## config.mk

```make
export PLATFORM = sky130hd
export DESIGN_NAME = tmoc_top
export DESIGN_NICKNAME = d
export VERILOG_FILES = /design/src/verilog/tmoc_pkg.sv /design/src/verilog/tmoc_top.sv
export VERILOG_INCLUDE_DIRS = /design/src /design/src/verilog
export SDC_FILE = /design/constraint.sdc
export NUM_CORES = 1
export LEC_CHECK = 0
export ABC_AREA = 1
export BUFFER_PORTS_ARGS = -buffer_cell sky130_fd_sc_hd__buf_2
export CAP_MARGIN = 20
export CORE_MARGIN = 2
export CORE_UTILIZATION = 35
export CTS_CLUSTER_DIAMETER = 200
export DETAILED_ROUTE_END_ITERATION = 7
export GPL_ROUTABILITY_DRIVEN = 0
export PLACE_DENSITY = 0.67
export SLEW_MARGIN = 30
export SYNTH_ARGS = -nofsm -noshare
export SYNTH_HDL_FRONTEND = slang
export SYNTH_SLANG_ARGS = --single-unit
```

## constraint.sdc

```tcl
create_clock -name clk -period 1.7 [get_ports clk]
set_input_delay 0.085 -clock clk [delete_from_list [all_inputs] [get_ports clk]]
set_output_delay 0.085 -clock clk [all_outputs]
set_load 0.02 [all_outputs]
```

## src/verilog/tmoc_params.svh

```systemverilog
// Behaviour
// - Compare full 16-bit counter with each active compare value; flag equality as match.
// - Match flag sets one timer clock after equality, not in the same cycle.
// - Enabled flag requests interrupt; servicing the interrupt clears the flag.
// - Writing one to a flag bit clears it; zero leaves it.
// - Channel A compare value serves as counter upper limit and waveform period.
// - Compare value double-buffered in all twelve PWM modes; direct otherwise.
// - Buffered value moves to active value only at upper or lower limit.
// - CPU compare accesses reach buffer when buffering, active value when not.
// - Compare reads return bytes directly, no shared latch; low byte first advised.
// - High byte goes to shared latch; low write loads latch into upper byte.
// - Force strobe in non-PWM modes acts like a match; no flag, no counter change.
// - Counter write blocks all matches in the next timer clock, even when stopped.
// - Compare output state keeps its value across waveform mode changes.
// - Output action bit writes take effect immediately.
// - Output action and mode bits decide output state change at next match.
// - Reset clears every compare output state to zero.
// - Nonzero output action bits put compare output state on pin; direction unchanged.
// - Output action bits do not affect input capture.
// - Output action zero leaves output state unchanged on a match, every mode.
// - In clear-on-match mode, output action one toggles state on each match.
`ifndef TMOC_PARAMS_SVH
`define TMOC_PARAMS_SVH

`define TMOC_CW              16
`define TMOC_OFF_CTRL        8'h00
`define TMOC_OFF_FLAGS       8'h04
`define TMOC_OFF_FORCE       8'h08
`define TMOC_OFF_STATUS      8'h0C
`define TMOC_OFF_CMP_LOW     8'h10
`define TMOC_OFF_CMP_HIGH    8'h14
`define TMOC_CMP_STRIDE      8'h08
`define TMOC_CTRL_MODE_LSB   0
`define TMOC_CTRL_ACT_LSB    4
`define TMOC_CTRL_IEN_LSB    10
`define TMOC_STAT_MATCH_LSB  3
`define TMOC_CTRL_RESET      13'h0000
`define TMOC_CMP_RESET       16'h0000

`endif

```

## src/verilog/tmoc_pkg.sv

```systemverilog
package tmoc_pkg;

   // Waveform mode families, Gray coded
   typedef enum logic [1:0] {
      TMOC_NONPWM = 2'b00,
      TMOC_FAST   = 2'b01,
      TMOC_PHASE  = 2'b11,
      TMOC_RESV   = 2'b10
   } tmoc_class_e;

   // Software control word
   typedef struct packed {
      logic [2:0]       irq_en;
      logic [2:0][1:0]  action;
      logic [3:0]       mode;
   } tmoc_ctrl_s;

   // Captured AHB address phase
   typedef struct packed {
      logic       wr;
      logic [7:0] addr;
   } tmoc_aphase_s;

endpackage

```

## src/verilog/tmoc_top.sv

```systemverilog
`timescale 1ns/1ps
`include "tmoc_params.svh"

module tmoc_top #(
   parameter int CHANNELS = 3
) (
   // Clock and reset
   input  wire logic                   clk,
   input  wire logic                   reset,
   // AHB-Lite slave
   input  wire logic                   hsel,
   input  wire logic [31:0]            haddr,
   input  wire logic [1:0]             htrans,
   input  wire logic                   hwrite,
   input  wire logic [2:0]             hsize,
   input  wire logic [31:0]            hwdata,
   input  wire logic                   hready,
   output logic      [31:0]            hrdata,
   output logic                        hreadyout,
   output logic                        hresp,
   // Counter unit
   input  wire logic                   timer_tick,
   input  wire logic [`TMOC_CW-1:0]    counter_value,
   input  wire logic                   counter_wr,
   input  wire logic                   at_top,
   input  wire logic                   at_count_lower_limit,
   input  wire logic                   count_up,
   // Interrupt handshake
   input  wire logic [2:0]             irq_ack,
   output logic      [2:0]             irq_req,
   // Port pins
   input  wire logic [2:0]             port_out,
   input  wire logic [2:0]             output_pin_direction_bit,
   output logic      [2:0]             pin_o,
   output logic      [2:0]             pin_oe_n,
   // Observation
   output logic      [2:0]             match_o,
   output logic      [2:0]             compare_output_state,
   output logic      [`TMOC_CW-1:0]    limit_value
);

   localparam int CW = `TMOC_CW;

   // Elaboration check
   if (CHANNELS != 3)
   begin : g_chk
      $error("tmoc_top serves exactly three channels");
   end

   // Mode family of the waveform mode bits
   function automatic tmoc_pkg::tmoc_class_e mode_class(input logic [3:0] m);
      unique case (m)
         4'd0, 4'd4, 4'd12:             mode_class = tmoc_pkg::TMOC_NONPWM;
         4'd5, 4'd6, 4'd7, 4'd14, 4'd15: mode_class = tmoc_pkg::TMOC_FAST;
         4'd13:                         mode_class = tmoc_pkg::TMOC_RESV;
         default:                       mode_class = tmoc_pkg::TMOC_PHASE;
      endcase
   endfunction

   // Output state after a match or force
   function automatic logic on_match(input logic [3:0] m, input logic [1:0] a,
                                     input logic is_a, input logic up,
                                     input logic cur);
      on_match = cur;
      unique case (mode_class(m))
         tmoc_pkg::TMOC_NONPWM:
         begin
            unique case (a)
               2'd1:    on_match = ~cur;
               2'd2:    on_match = 1'b0;
               2'd3:    on_match = 1'b1;
               default: on_match = cur;
            endcase
         end
         tmoc_pkg::TMOC_FAST:
         begin
            if (a == 2'd1 && is_a && m == 4'd15)
               on_match = ~cur;
            else if (a[1])
               on_match = a[0];
         end
         tmoc_pkg::TMOC_PHASE:
         begin
            if (a == 2'd1 && is_a && m[0])
               on_match = ~cur;
            else if (a[1])
               on_match = a[0] ~^ ~up;
         end
         tmoc_pkg::TMOC_RESV: on_match = cur;
      endcase
   endfunction

   // Register state
   tmoc_pkg::tmoc_ctrl_s   ctrl_reg, ctrl_next;
   tmoc_pkg::tmoc_aphase_s ap_reg, ap_next;
   logic                   wph_reg, wph_next;
   logic [31:0]            rd_reg, rd_next;
   logic [7:0]             temp_reg, temp_next;
   logic [CW-1:0]          act_reg [3];
   logic [CW-1:0]          act_next [3];
   logic [CW-1:0]          buf_reg [3];
   logic [CW-1:0]          buf_next [3];
   logic [2:0]             flag_reg, flag_next;
   logic [2:0]             pend_reg, pend_next;
   logic [2:0]             oc_reg, oc_next;
   logic                   block_reg, block_next;

   // Decode helpers
   tmoc_pkg::tmoc_class_e  cls;
   logic                   pwm;
   logic                   upd_now;
   logic                   ap_take;
   logic [7:0]             wbyte;

   // Mode-derived controls and buffer transfer point
   always_comb
   begin
      cls     = mode_class(ctrl_reg.mode);
      pwm     = (cls == tmoc_pkg::TMOC_FAST) || (cls == tmoc_pkg::TMOC_PHASE);
      // Phase and frequency correct modes update at the lower limit
      if (ctrl_reg.mode == 4'd8 || ctrl_reg.mode == 4'd9)
         upd_now = timer_tick & at_count_lower_limit;
      else
         upd_now = timer_tick & at_top;
      ap_take = hsel & htrans[1] & hready;
      wbyte   = hwdata[7:0];
   end

   // Continuous equality of counter and active values
   always_comb
   begin
      for (int c = 0; c < 3; c++)
         match_o[c] = (act_reg[c] == counter_value);
   end

   // Bus, compare values, flags and output state
   always_comb
   begin
      logic [7:0] off;
      logic       wr;
      off        = ap_reg.addr;
      wr         = wph_reg;
      ctrl_next  = ctrl_reg;
      temp_next  = temp_reg;
      flag_next  = flag_reg;
      oc_next    = oc_reg;
      ap_next    = ap_reg;
      wph_next   = 1'b0;
      rd_next    = rd_reg;
      for (int c = 0; c < 3; c++)
      begin
         act_next[c] = act_reg[c];
         buf_next[c] = buf_reg[c];
      end

      // Counter write blocks the next timer clock's matches
      block_next = counter_wr | (block_reg & ~timer_tick);
      pend_next  = pend_reg;
      if (timer_tick)
         pend_next = match_o & {3{~block_reg}};

      // Buffered value reaches the comparator at the limit
      if (pwm && upd_now)
      begin
         for (int c = 0; c < 3; c++)
            act_next[c] = buf_reg[c];
      end

      // Match events one timer clock after equality
      for (int c = 0; c < 3; c++)
      begin
         if (timer_tick && pend_reg[c])
         begin
            oc_next[c] = on_match(ctrl_reg.mode, ctrl_reg.action[c], c == 0,
                                  count_up, oc_reg[c]);
         end
         else if (timer_tick && at_count_lower_limit && cls == tmoc_pkg::TMOC_FAST
                  && ctrl_reg.action[c][1])
         begin
            oc_next[c] = ~ctrl_reg.action[c][0];
         end
      end

      // Interrupt service clears the flag
      flag_next = flag_next & ~irq_ack;

      // Register writes in the data phase
      if (wr)
      begin
         unique case (off)
            `TMOC_OFF_CTRL:
               ctrl_next = hwdata[12:0];
            `TMOC_OFF_FLAGS:
               flag_next = flag_next & ~hwdata[2:0];
            `TMOC_OFF_FORCE:
            begin
               if (cls == tmoc_pkg::TMOC_NONPWM)
               begin
                  for (int c = 0; c < 3; c++)
                     if (hwdata[c])
                        oc_next[c] = on_match(ctrl_reg.mode, ctrl_reg.action[c],
                                              c == 0, count_up, oc_reg[c]);
               end
            end
            default:
            begin
               for (int c = 0; c < 3; c++)
               begin
                  if (off == `TMOC_OFF_CMP_HIGH + 8'(c) * `TMOC_CMP_STRIDE)
                     temp_next = wbyte;
                  if (off == `TMOC_OFF_CMP_LOW + 8'(c) * `TMOC_CMP_STRIDE)
                  begin
                     if (pwm)
                        buf_next[c] = {temp_reg, wbyte};
                     else
                        act_next[c] = {temp_reg, wbyte};
                  end
               end
            end
         endcase
      end

      // Hardware set wins over any clear in the same cycle
      for (int c = 0; c < 3; c++)
         if (timer_tick && pend_reg[c])
            flag_next[c] = 1'b1;

      // Address phase capture and registered read data
      if (ap_take)
      begin
         ap_next.addr = haddr[7:0];
         ap_next.wr   = hwrite;
         wph_next     = hwrite;
         rd_next      = 32'h0000_0000;
         if (!hwrite)
         begin
            unique case (haddr[7:0])
               `TMOC_OFF_CTRL:   rd_next = {19'h0_0000, ctrl_reg};
               `TMOC_OFF_FLAGS:  rd_next = {29'h0000_0000, flag_reg};
               `TMOC_OFF_STATUS: rd_next = {26'h000_0000, match_o, oc_reg};
               default:
               begin
                  for (int c = 0; c < 3; c++)
                  begin
                     if (haddr[7:0] == `TMOC_OFF_CMP_LOW + 8'(c) * `TMOC_CMP_STRIDE)
                        rd_next = {24'h00_0000,
                                   pwm ? buf_reg[c][7:0] : act_reg[c][7:0]};
                     if (haddr[7:0] == `TMOC_OFF_CMP_HIGH + 8'(c) * `TMOC_CMP_STRIDE)
                        rd_next = {24'h00_0000,
                                   pwm ? buf_reg[c][15:8] : act_reg[c][15:8]};
                  end
               end
            endcase
         end
      end
   end

   // State registers
   always_ff @(posedge clk)
   begin
      if (reset)
      begin
         ctrl_reg  <= `TMOC_CTRL_RESET;
         ap_reg    <= '0;
         wph_reg   <= 1'b0;
         rd_reg    <= 32'h0000_0000;
         temp_reg  <= 8'h00;
         flag_reg  <= 3'h0;
         pend_reg  <= 3'h0;
         oc_reg    <= 3'h0;
         block_reg <= 1'b0;
         for (int c = 0; c < 3; c++)
         begin
            act_reg[c] <= `TMOC_CMP_RESET;
            buf_reg[c] <= `TMOC_CMP_RESET;
         end
      end
      else
      begin
         ctrl_reg  <= ctrl_next;
         ap_reg    <= ap_next;
         wph_reg   <= wph_next;
         rd_reg    <= rd_next;
         temp_reg  <= temp_next;
         flag_reg  <= flag_next;
         pend_reg  <= pend_next;
         oc_reg    <= oc_next;
         block_reg <= block_next;
         for (int c = 0; c < 3; c++)
         begin
            act_reg[c] <= act_next[c];
            buf_reg[c] <= buf_next[c];
         end
      end
   end

   // Bus answer: zero wait, always OKAY
   assign hrdata    = rd_reg;
   assign hreadyout = 1'b1;
   assign hresp     = 1'b0;

   // Interrupt requests of all three channels; limit from channel A
   assign irq_req     = flag_reg & ctrl_reg.irq_en;
   assign limit_value = act_reg[0];

   // Pin override; only the waveform path sees the action bits
   always_comb
   begin
      compare_output_state = oc_reg;
      for (int c = 0; c < 3; c++)
      begin
         pin_o[c]    = (|ctrl_reg.action[c]) ? oc_reg[c] : port_out[c];
         pin_oe_n[c] = ~output_pin_direction_bit[c];
      end
   end

endmodule

```

==> flow_metrics.py <==
metrics = {
    "setup_path": {
        "r2r-start": "ap_reg[1]$_SDFFE_PP0P_",
        "critPathLaunch": "ap_reg[1]$_SDFFE_PP0P_",
        "endpoint_kind": "flip-flop",
        "worstPathMaxFanout": 8,
        "worst_ep_arrival_time_ns": 2.13,
        "worstSetupPathType": "reg2reg",
        "cp.required_ns": 2.07,
        "start_kind": "flip-flop",
    },
    "place": {
        "placedInstanceArea_um2": 9800,
        "dp.cells": 1816,
        "port_buffers": 100,
        "dp_hpwl_mm": 20.1,
    },
    "sta": {
        "setup_tns_ns": -1.03,
        "finalHoldViolCount": 0,
        "slew_viol_final": 0,
        "fin_crit_sh": 1.04,
        "setup_viol": 35,
        "fin_crit_ns": 1.76,
        "finalWorstSetupSlack_ns": -0.0603,
        "hold-worst-slack_ns": 0.0199,
        "rsz0062_at_grt": "true",
        "max_freq_mhz": 568,
        "tightest_slew_ns": 0.589,
        "slew_headroom": 0.607,
        "clock_skew_ns": 0.00925,
    },
    "power_and_ir_drop": {
        "p_per_area_nw_per_um2": 723,
        "totalPowerFinal_mw": 8.37,
        "power.leakage_nw": 5.15,
        "vdd_ir_drop_max_mv": 0.542,
    },
    "synthesis": {
        "yosysSeqAreaShare": 0.344,
        "synth_area_leader_cell": "dfxtp_1",
        "synth_top_area_share": 0.344,
        "synth_area_um2": 8800,
        "yosysUniqueCellTypes": 30,
        "synth_seq_cells": 151,
        "syn_avg_cell_area_um2": 6.19,
        "synthTopCellsByArea": "dfxtp_1, nand2_1, nor2_1",
        "syn_inst": 1421,
        "yosysWarnings": 0,
    },
    "die": {
        "start_util": 0.352,
        "core_um2": 25000,
        "die_h_um": 163,
        "dieArea_um2": 26400,
        "rows": 58,
        "io_pins": 169,
        "fp.dieW_um": 163,
    },
    "cells_and_area": {
        "num-fill-cells": 2523,
        "finalNetCount": 1654,
        "diodes": 0,
        "final_cell_area_um2": 11600,
        "stdcell_count": 1893,
        "area_growth_pct": 31.5,
        "drive_gt1_frac": 0.270,
    },
    "route": {
        "antenna_left": 0,
        "wl_mm": 30.4,
        "first_iter_violations": 826,
        "drt_pass1_iterations": 5,
        "viasPerCell": 5.05,
        "vias": 9562,
        "wl_per_cell_um": 16.1,
        "drc": 0,
    },
    "cts": {
        "cts_buffer_depth": 2,
        "clkTransAtPathRegs_ns": 0.07,
        "cts_tree": "yes",
        "clock_sinks": 151,
        "cts_max_level": 4,
        "cts_root_buf": "clkbuf_16",
        "clock_latency_ns": 0.44,
        "cts_buffers": 17,
    },
    "grt": {
        "grt_pass1_wl_mm": 44.8,
        "grt_max_degree": 52,
        "grt_pass1_vias": 8395,
        "grt_usage": 0.217,
        "grt_overflow_total": 0,
        "antenna_found_initial": 0,
    },
    "run_status": {
        "violations": "setup timing",
        "status": "finished with violations",
    },
    "worst_hold_path": {
        "min_from": "hwdata[3]",
        "hold_path.class": "in2reg",
    },
    "flow_run": {
        "max_cap_viol_count": 0,
    },
}
## cell usage in the layout (no fill, tap or decap), types with 3 or more instances in the layout
cell	netlist	layout
nand2_1	331	313
inv_1	168	157
nor2_1	180	149
dfxtp_1	151	120
a21oi_1	106	99
buf_2	16	97
nand3_1	116	86
o21ai_0	131	76
buf_4	37	55
or2_2	49	48
o21ai_1	3	35
nand3_2	0	25
xor2_1	24	24
dfxtp_2	0	24
clkbuf_16	0	22
conb_1	2	21
o21ai_2	0	20
o211ai_1	17	17
nor2_2	0	16
dlygate4sd3_1	0	16
nand2_2	0	15
nor2_4	0	15
buf_12	0	14
inv_2	0	11
nand4_1	11	11
buf_6	0	9
a21oi_2	0	7
dfxtp_4	0	7
nand3_4	0	5
inv_6	0	4
and2_4	0	3
nand2_4	0	3
a31oi_1	3	3
o2111ai_1	3	3
o21ai_4	0	3
inv_8	0	3
buf_8	0	3
## worst paths after layout
path         cells after the start                          end  slack (ns)
max                             13    act_reg[0][15]$_SDFF_PP0_       -0.06
min                              3    act_reg[0][19]$_SDFF_PP0_        0.02
max reg2reg                     13    act_reg[0][15]$_SDFF_PP0_       -0.06
min reg2reg                      2  buf_reg[0][38]$_SDFFE_PP0P_        0.46
## critical path, cell delays in order, from the launching register on
cell and delay (ns):
dfxtp_2 0.35, nor2_4 0.05, nand2_4 0.08, inv_4 0.04
nand2_4 0.06, nor2_4 0.04, buf_6 0.11, nor3_4 0.16
buf_6 0.18, nand3_4 0.17, buf_12 0.21, nand3_2 0.05
nand2_1 0.04, nor2_1 0.11
## metal layers
layer / vias to the layer above / global-route usage / part of all wire
li1: 4732 / - / -
met1: 4392 / 0.273 / 0.42
met2: 368 / 0.355 / 0.47
met3: 70 / 0.0476 / 0.071
met4: 0 / 0.0998 / 0.038
met5: - / 0 / 0
## report_power, final
| part | internal [mW] | leakage [nW] | switching, mW | total [mW] |
|---|---|---|---|---|
| combinational | 0.300 | 3.62 | 0.537 | 0.837 |
| clock | 2.25 | 0.297 | 1.71 | 3.96 |
| sequential | 3.55 | 1.23 | 0.0214 | 3.57 |
## cell type report
cell class              count  area [µm²]  share of cell area
flip-flops and latches    151        3080               0.266
inverters                 169         637              0.0550
clock buffers              18         439              0.0380
clock inverters            14         164              0.0142
repair buffers            200        1640               0.142
well taps                 330         413              0.0357
multi-input cells        1011        5200               0.450
## what timing repair did
item | 4_1_cts | 5_1_grt
pin swaps | 11 | 45
buffers inserted | 7 | 13
hold endpoints to repair | 16 | 0
resized for setup | 81 | 185
cloned | 3 | 6
hold buffers | 16 | 0
setup endpoints to repair | 106 | 122
## metrics by stage
stage               setup WS, ns   util
finish                   -0.0603  0.464
floorplan                  0.134      -
detailed placement       -0.0967  0.393
global placement         -0.0647  0.393
CTS                      -0.0422  0.435
global route              -0.143  0.464
## Yosys cell counts
cell,count
nand2_1,331
o21a_1,1
o211ai_1,17
buf_1,2
xor2_1,24
nand3_1,116
a21oi_1,106
a211oi_1,1
clkbuf_1,54
o22ai_1,1
nor4_1,1
inv_1,168
nor3_2,1
buf_2,16
o2111ai_1,3
nor2_1,180
dfxtp_1,151
and2_1,3
nand3b_1,2
a21boi_0,1
buf_4,37
o21bai_1,2
conb_1,2
o21ai_1,3
o21ai_0,131
clkinv_1,1
nand4_1,11
or2_2,49
nor3_1,3
a31oi_1,3
## logic make-up (layout without fill, tap and decap cells)
group | after synthesis | in the layout | share of synthesized area
simple gates | 697 | 697 | 0.334
buf+inv | 278 | 401 | 0.137
compound gates | 269 | 269 | 0.161
flops | 151 | 151 | 0.344
xor+xnor | 24 | 24 | 0.0239
other cells | 2 | 21 | 0.000853
No activity file was read; power rests on OpenSTA's default activity.
